===== src/hw/dma_pkg.sv =====
// What this block does
// RQ1 - four channels raise complete, half, error interrupts
// RQ2 - bit 16 gates channel interrupt to processor
// RQ3 - bits 19,18,17 enable error, half, complete
// RQ4 - source read: working when on, cache when off
// RQ5 - source working address steps by mode and width
// RQ6 - circular mode reloads cached address into working
// RQ7 - software writes caches only when off or idle; the caches here take writes at any time
// RQ8 - destination address behaves like the source one
// RQ9 - bits 29..24 select the hardware request source
// RQ10 - chain bit 23 issues request when transfer finishes
// RQ11 - bit 15 picks single or burst transfer type
// RQ12 - burst size code 000..111 gives 128 down to 1
// RQ13 - step codes: fixed, increment, decrement, circular
// RQ14 - step mode changes apply off or at reload
// RQ15 - bit 7 enables the channel
// RQ16 - writing bit 6 disables channel, clears flags
// RQ17 - pause bit 5 stops after current cycle, keeps state
// RQ18 - resume by writing enable one, pause zero
// RQ19 - flags set at zero, half, error; write-one clears
// RQ20 - width 00 byte, 01 half, 1x word
// RQ21 - priority arbitration, lower channel wins ties
// RQ22 - counter decrements; stops at zero or reloads in loop
// RQ23 - interrupt when cpu enable and enabled flag set
package dma_pkg;
	// ------------------------------------------------------------
	// register map: per channel window of 0x40 bytes
	// ------------------------------------------------------------
	localparam int         NCH     = 4;
	localparam logic [5:0] OFF_SRC = 6'h00; // source address cache
	localparam logic [5:0] OFF_DST = 6'h04; // destination address cache
	localparam logic [5:0] OFF_CFG = 6'h08; // channel configuration
	localparam logic [5:0] OFF_CNT = 6'h0c; // transfer count cache
	localparam logic [5:0] OFF_STS = 6'h10; // channel status
	localparam logic [31:0] RST_WORD = 32'h0000_0000;
	localparam logic [31:0] CFG_MASK = 32'h3f8f_ffbf; // reset bit never stored

	// ------------------------------------------------------------
	// configuration field positions
	// ------------------------------------------------------------
	localparam int B_SRCSEL = 24;
	localparam int B_CHAIN  = 23;
	localparam int B_ERRIE  = 19;
	localparam int B_HALFIE = 18;
	localparam int B_DONEIE = 17;
	localparam int B_CPUIE  = 16;
	localparam int B_TYPE   = 15;
	localparam int B_BSZ    = 12;
	localparam int B_SMODE  = 10;
	localparam int B_DMODE  = 8;
	localparam int B_ON     = 7;
	localparam int B_CLR    = 6;
	localparam int B_PAUSE  = 5;
	localparam int B_LOOP   = 4;
	localparam int B_WID    = 2;
	localparam int B_PRIO   = 0;
	localparam int B_SWREQ  = 8;  // status: software request

	// ------------------------------------------------------------
	// encodings
	// ------------------------------------------------------------
	localparam logic [1:0] MODE_FIX  = 2'h0;
	localparam logic [1:0] MODE_INC  = 2'h1;
	localparam logic [1:0] MODE_DEC  = 2'h2;
	localparam logic [1:0] MODE_LOOP_MODE = 2'h3;
	localparam logic [1:0] WID_BYTE  = 2'h0;
	localparam logic [1:0] WID_HALF  = 2'h1;
	localparam logic [3:0] CODE_IDLE = 4'h0;
	localparam logic [3:0] CODE_RD   = 4'h1;
	localparam logic [3:0] CODE_WR   = 4'h2;
	localparam logic [3:0] CODE_PEND = 4'h5;
	localparam logic [7:0] BURST_MAX = 8'h80;

	typedef enum logic [2:0] {
		ST_IDLE = 3'b001,
		ST_RD   = 3'b010,
		ST_WR   = 3'b100
	} eng_e;

	// burst length: 000 gives 128, each step halves
	function automatic logic [7:0] burst_len(input logic [2:0] code);
		return BURST_MAX >> code;
	endfunction

	// listed request source codes; all others mean no request
	function automatic logic src_valid(input logic [5:0] sel);
		return sel inside {[6'd2:6'd5], [6'd12:6'd15], [6'd20:6'd21],
			[6'd33:6'd38], [6'd48:6'd50], [6'd59:6'd63]};
	endfunction
endpackage


===== src/hw/dma_ctrl.sv =====
`timescale 1ns/10ps
module dma_ctrl
	import dma_pkg::*;
(
	input  wire logic        CLOCK,
	input  wire logic        ARST_N,
	input  wire logic [7:0]  ADDR,
	input  wire logic [31:0] WDATA,
	input  wire logic        WR,
	input  wire logic        RD,
	output logic      [31:0] RDATA,
	input  wire logic [59:0] REQ_LINES,
	output logic      [31:0] MEM_ADDR,
	output logic      [1:0]  MEM_SIZE,
	output logic             MEM_RD,
	output logic             MEM_WR,
	output logic      [31:0] MEM_WDATA,
	input  wire logic [31:0] MEM_RDATA,
	input  wire logic        MEM_READY,
	input  wire logic        MEM_ERR,
	output logic      [3:0]  IRQ,
	output logic      [3:0]  CHAIN_REQ
);
	// ------------------------------------------------------------
	// per channel state
	// ------------------------------------------------------------
	logic [31:0] source_address_q [NCH];  // source cache
	logic [31:0] destination_address_q [NCH];  // destination cache
	logic [31:0] cnt_q  [NCH];  // count cache
	logic [31:0] cfg_q  [NCH];  // configuration
	logic [31:0] swork_q[NCH];  // working source
	logic [31:0] dwork_q[NCH];  // working destination
	logic [31:0] cwork_q[NCH];  // working counter
	logic [1:0]  smode_q[NCH];  // source step in force
	logic [1:0]  dmode_q[NCH];  // destination step in force
	logic [1:0]  wid_q  [NCH];  // width in force
	logic [NCH-1:0] tc_q, ht_q, te_q; // event flags
	logic [NCH-1:0] pend_q;     // request waiting for engine
	logic [NCH-1:0] swreq_q;    // software request
	logic [NCH-1:0] paused_q;   // working values kept for resume
	logic [NCH-1:0] chain_q;    // one cycle chain request

	// ------------------------------------------------------------
	// engine state
	// ------------------------------------------------------------
	eng_e        st_q;       // transfer phase
	logic [1:0]  act_q;      // channel being served
	logic [7:0]  bcnt_q;     // items left in this grant
	logic [31:0] data_q;     // item in flight
	logic [31:0] maddr_q;    // bus address
	logic [1:0]  msize_q;    // bus width
	logic [31:0] rdata_q;    // register read answer

	// ------------------------------------------------------------
	// register decode
	// ------------------------------------------------------------
	wire [1:0] wch    = ADDR[7:6];
	wire [5:0] wsel   = ADDR[5:0];
	wire       wr_src = WR && (wsel == OFF_SRC);
	wire       wr_dst = WR && (wsel == OFF_DST);
	wire       wr_cfg = WR && (wsel == OFF_CFG);
	wire       wr_cnt = WR && (wsel == OFF_CNT);
	wire       wr_sts = WR && (wsel == OFF_STS);
	// a pause or reset write forces the enable off
	wire       on_new = WDATA[B_ON] && !WDATA[B_CLR] && !WDATA[B_PAUSE]; // RQ15

	logic [NCH-1:0] on, loop_en, bmode, chain_en;
	logic [NCH-1:0] hw_req, arb_req, any_flag;
	logic [2*NCH-1:0] prio_flat;
	logic [59+NCH:0]  req_all;
	logic        arb_valid;
	logic [1:0]  arb_grant;
	logic [31:0] cfg_new[NCH]; // config as this edge leaves it, so a mode sent with the enable lands

	// chain pulses sit at codes 60..63 above the peripheral lines
	assign req_all = {chain_q, REQ_LINES};

	// ------------------------------------------------------------
	// per channel decode
	// ------------------------------------------------------------
	for (genvar n = 0; n < NCH; n++) begin : g_dec
		wire [5:0] sel = cfg_q[n][B_SRCSEL +: 6];
		assign cfg_new[n]  = (wr_cfg && wch == n) ? WDATA : cfg_q[n];
		assign on[n]       = cfg_q[n][B_ON];
		assign loop_en[n]  = cfg_q[n][B_LOOP];
		assign bmode[n]    = cfg_q[n][B_TYPE];
		assign chain_en[n] = cfg_q[n][B_CHAIN];
		assign hw_req[n]   = src_valid(sel) && req_all[sel]; // RQ9
		assign arb_req[n]  = pend_q[n] && on[n];
		assign prio_flat[2*n +: 2] = cfg_q[n][B_PRIO +: 2];
		assign any_flag[n] = tc_q[n] || ht_q[n] || te_q[n];
		// gated by cpu enable, each event by its own enable
		assign IRQ[n] = cfg_q[n][B_CPUIE] && ((tc_q[n] && cfg_q[n][B_DONEIE]) ||
			(ht_q[n] && cfg_q[n][B_HALFIE]) ||
			(te_q[n] && cfg_q[n][B_ERRIE])); // RQ1 RQ2 RQ3 RQ23
	end

	dma_prio_arb #(.N(NCH), .IW(2)) u_arb (
		.req   (arb_req),
		.prio  (prio_flat),
		.valid (arb_valid),
		.grant (arb_grant)
	);

	// ------------------------------------------------------------
	// transfer events of the served channel
	// ------------------------------------------------------------
	wire        bus_end   = (st_q != ST_IDLE) && MEM_READY;
	wire        bus_err   = bus_end && MEM_ERR;
	wire        xfer_done = (st_q == ST_WR) && MEM_READY && !MEM_ERR;
	wire [31:0] cnt_nxt   = cwork_q[act_q] - 32'h1;
	wire        hit_zero  = xfer_done && (cnt_nxt == 32'h0);
	wire        hit_half  = xfer_done && (cnt_nxt == (cnt_q[act_q] >> 1));
	wire        reload    = hit_zero && loop_en[act_q];
	wire        eng_stop  = MEM_ERR || hit_zero || (bcnt_q == 8'h1) || !on[act_q];
	logic [31:0] s_next, d_next;

	dma_addr_step u_sstep (
		.addr  (swork_q[act_q]),
		.mode  (smode_q[act_q]),
		.width (wid_q[act_q]),
		.nxt   (s_next)
	);

	dma_addr_step u_dstep (
		.addr  (dwork_q[act_q]),
		.mode  (dmode_q[act_q]),
		.width (wid_q[act_q]),
		.nxt   (d_next)
	);

	// ------------------------------------------------------------
	// software registers and working values
	// ------------------------------------------------------------
	// caches take writes at any time; keeping to idle windows is up
	// to software, since a late write only lands at the next reload
	always_ff @(posedge CLOCK or negedge ARST_N) begin
		if (!ARST_N) begin
			for (int n = 0; n < NCH; n++) begin
				source_address_q[n]  <= RST_WORD;
				destination_address_q[n]  <= RST_WORD;
				cnt_q[n]   <= RST_WORD;
				cfg_q[n]   <= RST_WORD;
				swork_q[n] <= RST_WORD;
				dwork_q[n] <= RST_WORD;
				cwork_q[n] <= RST_WORD;
				smode_q[n] <= MODE_FIX;
				dmode_q[n] <= MODE_FIX;
				wid_q[n]   <= WID_BYTE;
			end
		end else begin
			for (int n = 0; n < NCH; n++) begin
				if (wr_src && wch == n) source_address_q[n] <= WDATA; // RQ7
				if (wr_dst && wch == n) destination_address_q[n] <= WDATA;
				if (wr_cnt && wch == n) cnt_q[n]  <= WDATA;
				if (wr_cfg && wch == n) begin
					cfg_q[n]        <= WDATA & CFG_MASK;
					cfg_q[n][B_ON]  <= on_new; // RQ16 RQ17
					// a fresh start loads working copies; a resume keeps them
					if (on_new && !on[n] && !paused_q[n]) begin
						swork_q[n] <= source_address_q[n];
						dwork_q[n] <= destination_address_q[n];
						cwork_q[n] <= cnt_q[n];
					end
				end
				// step fields follow at once only while the channel is off
				if (!on[n] || (reload && act_q == n)) begin
					smode_q[n] <= cfg_new[n][B_SMODE +: 2]; // RQ14
					dmode_q[n] <= cfg_new[n][B_DMODE +: 2];
					wid_q[n]   <= cfg_new[n][B_WID +: 2];
				end
				if (xfer_done && act_q == n) begin
					swork_q[n] <= s_next; // RQ5
					dwork_q[n] <= d_next; // RQ8
					cwork_q[n] <= cnt_nxt; // RQ22
					if (reload) begin
						cwork_q[n] <= cnt_q[n]; // RQ22
						if (smode_q[n] == MODE_LOOP_MODE) swork_q[n] <= source_address_q[n]; // RQ6
						if (dmode_q[n] == MODE_LOOP_MODE) dwork_q[n] <= destination_address_q[n]; // RQ8
					end
				end
			end
		end
	end

	// ------------------------------------------------------------
	// flags, requests, pause and chain
	// ------------------------------------------------------------
	// every hardware flag set is applied after the clears so that it wins
	always_ff @(posedge CLOCK or negedge ARST_N) begin
		if (!ARST_N) begin
			{tc_q, ht_q, te_q} <= '0;
			{pend_q, swreq_q, paused_q, chain_q} <= '0;
		end else begin
			chain_q <= '0;
			for (int n = 0; n < NCH; n++) begin
				if (wr_sts && wch == n) begin
					if (WDATA[1]) tc_q[n] <= 1'b0; // RQ19
					if (WDATA[2]) ht_q[n] <= 1'b0;
					if (WDATA[3]) te_q[n] <= 1'b0;
					if (WDATA[B_SWREQ]) swreq_q[n] <= 1'b1;
				end
				if (wr_cfg && wch == n) begin
					if (WDATA[B_CLR]) {tc_q[n], ht_q[n], te_q[n]} <= 3'h0; // RQ16
					if (WDATA[B_PAUSE] && on[n]) paused_q[n] <= 1'b1; // RQ17
					else if (on_new || WDATA[B_CLR]) paused_q[n] <= 1'b0; // RQ18
				end
				// a request needs an enabled channel with items left
				if (!on[n] && !paused_q[n]) pend_q[n] <= 1'b0;
				else if (on[n] && cwork_q[n] != 32'h0 && (hw_req[n] || swreq_q[n]))
					pend_q[n] <= 1'b1;
				// single mode consumes the request at grant
				if (st_q == ST_IDLE && arb_valid && arb_grant == n) begin
					swreq_q[n] <= 1'b0;
					if (!bmode[n]) pend_q[n] <= 1'b0; // RQ11
				end
				if (act_q == n) begin
					if (hit_zero || bus_err) pend_q[n] <= 1'b0; // RQ22
					if (hit_zero) tc_q[n] <= 1'b1; // RQ19
					if (hit_half) ht_q[n] <= 1'b1;
					if (bus_err) te_q[n] <= 1'b1;
					if (hit_zero && chain_en[n]) chain_q[n] <= 1'b1; // RQ10
				end
			end
		end
	end

	// ------------------------------------------------------------
	// transfer engine: read one item, then write it
	// ------------------------------------------------------------
	always_ff @(posedge CLOCK or negedge ARST_N) begin
		if (!ARST_N) begin
			st_q    <= ST_IDLE;
			act_q   <= 2'h0;
			bcnt_q  <= 8'h0;
			data_q  <= RST_WORD;
			maddr_q <= RST_WORD;
			msize_q <= WID_BYTE;
		end else begin
			case (st_q)
				ST_IDLE: begin
					if (arb_valid) begin
						st_q    <= ST_RD;
						act_q   <= arb_grant;
						maddr_q <= swork_q[arb_grant];
						msize_q <= wid_q[arb_grant];
						bcnt_q  <= bmode[arb_grant] ?
							burst_len(cfg_q[arb_grant][B_BSZ +: 3]) : 8'h1; // RQ11 RQ12
					end
				end
				ST_RD: begin
					if (MEM_READY) begin
						st_q    <= MEM_ERR ? ST_IDLE : ST_WR;
						data_q  <= MEM_RDATA;
						maddr_q <= dwork_q[act_q];
					end
				end
				ST_WR: begin
					// a pause lets the running write finish first
					if (MEM_READY) begin
						st_q    <= eng_stop ? ST_IDLE : ST_RD; // RQ17
						bcnt_q  <= bcnt_q - 8'h1;
						maddr_q <= s_next;
					end
				end
				default: st_q <= ST_IDLE;
			endcase
		end
	end

	// ------------------------------------------------------------
	// register read port: answer stands one cycle after the strobe
	// ------------------------------------------------------------
	wire [3:0] code_sel = (act_q == wch && st_q == ST_RD) ? CODE_RD :
		(act_q == wch && st_q == ST_WR) ? CODE_WR :
		arb_req[wch] ? CODE_PEND : CODE_IDLE;
	wire [31:0] sts_word = {23'h0, swreq_q[wch], code_sel,
		te_q[wch], ht_q[wch], tc_q[wch], any_flag[wch]};
	wire [31:0] rd_mux =
		(wsel == OFF_SRC) ? (on[wch] ? swork_q[wch] : source_address_q[wch]) : // RQ4
		(wsel == OFF_DST) ? (on[wch] ? dwork_q[wch] : destination_address_q[wch]) : // RQ8
		(wsel == OFF_CFG) ? cfg_q[wch] :
		(wsel == OFF_CNT) ? (on[wch] ? cwork_q[wch] : cnt_q[wch]) :
		(wsel == OFF_STS) ? sts_word : 32'h0;

	// unmapped offsets answer zero
	always_ff @(posedge CLOCK or negedge ARST_N) begin
		if (!ARST_N) rdata_q <= RST_WORD;
		else rdata_q <= RD ? rd_mux : 32'h0;
	end

	assign RDATA     = rdata_q;
	assign MEM_ADDR  = maddr_q;
	assign MEM_SIZE  = msize_q;
	assign MEM_WDATA = data_q;
	assign MEM_RD    = (st_q == ST_RD);
	assign MEM_WR    = (st_q == ST_WR);
	assign CHAIN_REQ = chain_q;
endmodule


===== src/hw/dma_addr_step.sv =====
`timescale 1ns/10ps
// ----------------------------------------------------------------
// address stepper: next working address from mode and width
// ----------------------------------------------------------------
module dma_addr_step
	import dma_pkg::*;
(
	input  wire logic [31:0] addr,
	input  wire logic [1:0]  mode,
	input  wire logic [1:0]  width,
	output logic      [31:0] nxt
);
	logic [31:0] step; // byte distance of one item

	// 1x widths are both word sized
	assign step = (width == WID_BYTE) ? 32'h1 :
		(width == WID_HALF) ? 32'h2 : 32'h4; // RQ20

	// circular steps upward like increment; wrap is the reload
	assign nxt = (mode == MODE_FIX) ? addr :
		(mode == MODE_DEC) ? addr - step : addr + step; // RQ13
endmodule


===== src/hw/dma_prio_arb.sv =====
`timescale 1ns/10ps
// ----------------------------------------------------------------
// priority arbiter: highest level wins, ties to lowest index
// ----------------------------------------------------------------
module dma_prio_arb #(
	parameter int N  = 4,
	parameter int IW = 2
) (
	input  wire logic [N-1:0]   req,
	input  wire logic [2*N-1:0] prio,
	output logic                valid,
	output logic [IW-1:0]       grant
);
	logic [1:0] best; // level of current winner

	// scan downward so an equal level at a lower index overrides
	always_comb begin
		valid = 1'b0;
		grant = '0;
		best  = 2'h0;
		for (int i = N - 1; i >= 0; i--) begin
			if (req[i] && (!valid || prio[2*i +: 2] >= best)) begin
				valid = 1'b1;
				best  = prio[2*i +: 2];
				grant = IW'(i); // RQ21
			end
		end
	end
endmodule


===== config.mk =====
export PLATFORM = sky130hd
export DESIGN_NAME = dma_ctrl
export DESIGN_NICKNAME = d
export VERILOG_FILES = /design/src/hw/dma_pkg.sv /design/src/hw/dma_ctrl.sv /design/src/hw/dma_addr_step.sv /design/src/hw/dma_prio_arb.sv
export SDC_FILE = /design/constraint.sdc
export NUM_CORES = 2
export LEC_CHECK = 0
export ABC_CLOCK_PERIOD_IN_PS = 6000
export BUFFER_PORTS_ARGS = -buffer_cell sky130_fd_sc_hd__buf_2
export CORE_ASPECT_RATIO = 1.4
export CORE_MARGIN = 2
export CORE_UTILIZATION = 35
export DETAILED_ROUTE_END_ITERATION = 8
export GPL_ROUTABILITY_DRIVEN = 0
export GPL_TIMING_DRIVEN = 1
export PLACE_DENSITY_LB_ADDON = 0.2
export SYNTH_ARGS = -nofsm -noshare
export SYNTH_HDL_FRONTEND = slang
export SYNTH_SLANG_ARGS = --single-unit

===== constraint.sdc =====
create_clock -name CLOCK -period 6 [get_ports CLOCK]
set_clock_uncertainty 0.1 [all_clocks]
set_input_delay 1.2 -clock CLOCK [delete_from_list [all_inputs] [get_ports CLOCK]]
set_output_delay 1.2 -clock CLOCK [all_outputs]
set_load 0.02 [all_outputs]

# --- Yosys cells after proc, flatten, opt, wreduce, memory -nomap -nowiden ---
# Index checks and enable logic that the tools add are counted.
# Widths: inputs -> output; s select.
word_totals:
  ram_bits: 0
  word_cells: 695
  out_inout_bits: 108
  mem_bits_ro: 0
  memories: 0
  latch_bits: 0
  regBits: 1035
op_classes:
  n_mul: 0
  reduce_logical: 230
  magnitude_cmp: 61
  n_shift: 1
  muxes: 300
  div_mod_pow: 0
  add_sub_neg: 6
  bitwise: 3
  n_eq_ne: 34
op_table:
  columns: ["operator", "n"]
  rows:
  - ["$mux 32", 96]
  - ["$bmux 32 s2", 13]
  - ["$mux 1", 136]
  - ["$logic_and 1x1->1", 128]
  - ["$reduce_bool 32->1", 4]
  - ["$pmux 32 s3", 1]
  - ["$ge 6x6->1 const B", 12]
  - ["$le 6x6->1 const B", 12]
  - ["$add 32x32->32", 2]
  - ["$sub 32x32->32", 2]
  - ["$mux 12", 4]
  - ["$reduce_bool 2->1", 21]
  - ["$eq 2x2->1 const B", 16]
  - ["$eq 32x31->1", 1]
  - ["$logic_not 32->1", 1]
  - ["$logic_or 1x1->1", 32]
  - ["$mux 2", 16]
  - ["$sub 32x1->32 const B", 1]
  - ["$mux 15", 2]
  - ["$lt 6x7->1 const B", 4]
  - ["$reduce_and 2->1", 14]
  - ["$bmux 1 s6", 4]
  - ["$ge 6x2->1 const B", 4]
  - ["$ge 6x4->1 const B", 4]
  - ["36 further kinds", 105]

# --- Longest topological paths before layout ---
depth:
  ltp_word: 22
  mapped_depth: 25
  mapped_depth_nobuf: 22

# --- Cells and area by module ---
# Synthesis repeated with hierarchy kept, for this count alone.
unflattened:
  cells_unflattened: 5555
  hier_area_um2: 62900.3
modules_own_cells:
  columns: ["module", "seq_area_each_um2", "cells_each", "instances", "area_each_um2"]
  rows:
  - ["dma_ctrl", 25901.1, 4911, 1, 58646.2]
  - ["dma_addr_step", 0.0, 304, 2, 1995.7]
  - ["dma_prio_arb", 0.0, 36, 1, 262.8]

# --- Worst setup path after synthesis ---
# Ideal clock, no wire load.
synth_timing:
  kind: "flip-flop to flip-flop"
  startpoint: "reg act_q[0]"
  endpoint: "reg swork_q[24] (netlist name)"
  stages_incl_launch_ff: 24
  path_slack_ns: -0.121
  synth_period_minus_slack_ns: 6.121
  required_ns: 5.774
  t_arrival_ns: 5.895
  cell_sequence: "dfrtp_1 buf_6 buf_6 buf_2 buf_2 buf_2 buf_2 buf_2 buf_1 mux4_2 nor2_1 ha_1 inv_1 fa_1 a211oi_1 o21ai_0 nand3_1 nand2_1 or2_2 a21o_1 a2111o_1 o211ai_1 nor3_1 a221o_1"
synth_between:
  elab_chain_cells: 13
synth_lines:
  columns: ["element", "line", "text"]
  rows:
  - ["start: declaration", "dma_ctrl.sv:47", "logic [1:0] act_q;"]
  - ["start signal: assignment", "dma_ctrl.sv:244", "act_q <= arb_grant;"]
  - ["$not 2->3 (implied by the code)", null, null]
  - ["$bmux 2 s2", "dma_ctrl.sv:121", ".width (wid_q[act_q]),"]
  - ["$mux 2 (implied by the code) (2 in a row)", "dma_ctrl.sv:121", null]
  - ["$eq 2x1->1", "dma_addr_step.sv:17", "(width == WID_HALF) ? 32'h2 : 32'h4;"]
  - ["$mux 3", "dma_addr_step.sv:17", null]
  - ["$mux 32", "dma_addr_step.sv:16", "assign step = (width == WID_BYTE) ? 32'h1 :"]
  - ["$add 32x32->32 / $sub 32x32->32 (equally long branches)", "dma_addr_step.sv:21", "(mode == MODE_DEC) ? addr - step : addr + step;"]
  - ["$mux 32", "dma_addr_step.sv:21", null]
  - ["$mux 32", "dma_addr_step.sv:20", "assign nxt = (mode == MODE_FIX) ? addr :"]
  - ["$mux 32", "dma_ctrl.sv:178", "if (smode_q[n] == MODE_LOOP_MODE) swork_q[n] <= source_address_q[n];"]
  - ["$mux 32", "dma_ctrl.sv:176", "if (reload) begin"]
  - ["$mux 32", "dma_ctrl.sv:172", "if (xfer_done && act_q == n) begin"]
  - ["end signal: indexed assignment", "dma_ctrl.sv:161", "swork_q[n] <= source_address_q[n];"]
  - ["end signal: indexed assignment", "dma_ctrl.sv:173", "swork_q[n] <= s_next;"]
  - ["end signal: indexed assignment", "dma_ctrl.sv:178", null]
  - ["end: declaration", "dma_ctrl.sv:31", "logic [31:0] swork_q[NCH];"]
# Parallel ways exist; a longest one is shown, timed or not. The select of a mux whose other input is x is not followed.
# A chain may end at the register's enable or synchronous reset.

# --- Final worst setup path ---
layout_timing:
  startpoint: "reg act_q[0]"
  endpoint: "reg swork_q[56] (netlist name)"
# Same word-level chain as after synthesis.

==> impl_metrics.tcl <==
set metrics [dict create \
    hold_viol 0 \
    endpoint_kind "flop" \
    wl_mm 271 \
    dr.pass1.iters 7 \
    fin_tns_setup_ps 0 \
    outcome "finished, violations left" \
    die_w_microns 359 \
    synth_top_area_cell "dfrtp_1" \
    ir_drop_v 0.000237 \
    grt_max_degree 123 \
    violations "max-capacitance violations" \
    yosysMostFrequentCell "dfrtp_1" \
    worstPathCellList "buf_12, mux4_2, nor3_1, nand2_1, nor4b_2, xnor2_1, and4_1, nand4_1, buf_4, or4_1, nand2_2, o221ai_1" \
    crit_path_max_fanout 32 \
    crit_start "act_q[0]$_DFFE_PN0P_" \
    die-area_sq_um 180000 \
    rows 182 \
    netlist_instances 5412 \
    port_buffers 245 \
    grt_usage_pct 29.6 \
    core_sq_um 176000 \
    arrival_ps 6310 \
    post_cts_buffers 0 \
    ctsHoldBuffers 0 \
    relSlewSlack_pct 1.01 \
    met3_usage_pct 5.99 \
    yosysSeqAreaShare_pct 41.9 \
    avgRoutedWirePerCell_microns 34.1 \
    num_vias 51100 \
    r2r_cells 12 \
    pre_cts_ws_ps 268 \
    cp_top_family "simple AND/OR/NAND/NOR gates" \
    drtAntennaViolNets 0 \
    clk_path_buf_depth 3 \
    synth-edff-count 0 \
    critPathMaxStageDelay_ps 770 \
    setup_viol 0 \
    drt-initial-drc-count 5209 \
    slew_viol_final 0 \
    min_period_ps 5800 \
    synth_common_cells "dfrtp_1, nand2_1, mux2_2" \
    final_nets 5765 \
    antenna_found_initial 30 \
    ys_ff_latch 1035 \
    drc 0 \
    crit_type "flop to flop" \
    clkTransAtPathRegs_ps 70 \
    grt_overflow 0 \
    syn_area_sq_um 61700 \
    use_met2_pct 47.5 \
    ys.flop_type "dfrtp_1" \
    place_area_sq_um 66300 \
    start_util_pct 35.2 \
    cts_tree "done" \
    post_cts_resized 0 \
    tightest_slew_ps 1480 \
    leakagePower_nw 30.8 \
    crit_slowest_cell "or4_1" \
    r2r-start "act_q[0]$_DFFE_PN0P_" \
    drive_gt1_share_pct 30.0 \
    grt.met1_usage_pct 35.3 \
    ys_warn_count 0 \
    rsz0062_at_grt "false" \
    reg2reg_to "swork_q[56]$_DFFE_PN0P_" \
    cts_root_buf "clkbuf_16" \
    grt-busiest-layer "met2" \
    cts_buffers 113 \
    start_kind "flop" \
    num-fill-cells 16800 \
    crit_required_ps 6500 \
    worst_slack_ps 195 \
    avgSynthCellArea_sq_um 11.4 \
    cts.sinks 1035 \
    synth_area_leaders "dfrtp_1, mux4_2, mux2_2" \
    crit_buf_inv 2 \
    r2r_slack_ps 200 \
    synth.net_count 5624 \
    synth_top_area_share_pct 41.9 \
    syn2layout_area_growth_pct 13.8 \
    dp_hpwl_mm 186 \
    clock.fmax_mhz 172 \
    worstSetupPathDepth 12 \
    grt_pass1_vias 51000 \
    boundaryPins 246 \
    vias_per_cell 6.43 \
    grt_pass1_wl_mm 386 \
    yosysUniqueCellTypes 93 \
    async_reset_ff_share_pct 100 \
    fp.dieH_microns 501 \
    p_per_area_nw_per_um2 243 \
    insertion_delay_ps 780 \
    period_share_pct 96.7 \
    worst_hold_path_type "primary input to asynchronous set/reset pin" \
    fin_area_sq_um 70300 \
    drv_cap 1 \
    htreeDepth 3 \
]
layout by cell type, fill, tap and decap left out, drive strengths merged, types with 148 or more instances in the layout:
| cell | count |
|---|---|
| nand2 | 649 |
| dfrtp | 1034 |
| o221ai | 148 |
| o21ai | 177 |
| buf | 468 |
| a21oi | 202 |
| mux4 | 426 |
| mux2 | 506 |
| inv | 172 |
| nor2 | 252 |
| clkbuf | 148 |
| a221o | 245 |
routing by layer:
metal	wire, microns	part of all wire (%)
met2	126000	46
met1	99700	37
met5	138	0.051
met3	22200	8.2
met4	23500	8.7
stage by stage:
stage	instances	hold slack [ps]	utilization, %	total power, mW
after floorplan	5412	345	-	8.61
after global placement	7738	359	37.8	9.49
after detailed placement	7738	370	37.8	9.52
after CTS	7948	386	40.0	17.1
after global routing	7949	402	40.0	17.5
final	7953	360	40.0	17.0
how the worst max path moves through the flow:
| stage | slack, ps | to |
|---|---|---|
| 5_1_grt | 30 | MEM_ADDR[31]$_DFFE_PN0P_ |
| 3_3_place_gp | 370 | MEM_ADDR[31]$_DFFE_PN0P_ |
| 6_report | 200 | swork_q[56]$_DFFE_PN0P_ |
| 3_5_place_dp | 270 | MEM_ADDR[31]$_DFFE_PN0P_ |
| 4_1_cts | 230 | MEM_ADDR[31]$_DFFE_PN0P_ |
| 2_1_floorplan | 90 | dwork_q[127]$_DFFE_PN0P_ |
report_power, final:
group / internal (mW) / switching (mW) / total [mW]
clock network: 4.38 / 3.25 / 7.63
registers: 7.23 / 0.271 / 7.51
logic: 0.745 / 1.16 / 1.91
total: 12.4 / 4.68 / 17.0
flip-flops by register name, summed over array words and instances (netlist names), 8 cells and up:
register	cells
MEM_ADDR	32
MEM_WDATA	32
RDATA	32
bcnt_q	8
cfg_q	100
cnt_q	128
cwork_q	128
destination_address_q	128
dmode_q	8
dwork_q	128
smode_q	8
source_address_q	128
swork_q	128
wid_q	8
cells by family after synthesis:
logic type / Yosys count / synth area share (%)
buffers and inverters: 610 / 4.00
AOI/OAI and AO/OA: 1078 / 13.2
xor gates and xnor gates: 95 / 1.35
and+or+nand+nor: 1495 / 11.7
adders and majority gates: 74 / 1.52
muxes: 1025 / 26.3
DFF: 1035 / 41.9
layout make-up:
cell class | instances | area, sq um | share of cell area [%]
sequential | 1035 | 25900 | 36.9
tap | 2300 | 2880 | 4.10
timing repair buffer | 468 | 3310 | 4.71
clock inverter | 62 | 769 | 1.10
antenna | 5 | 12.5 | 0.0178
inverter | 168 | 631 | 0.898
clock buffer | 148 | 3180 | 4.53
multi-input combinational | 3767 | 33600 | 47.8
Power figures use the tool's default switching activity.
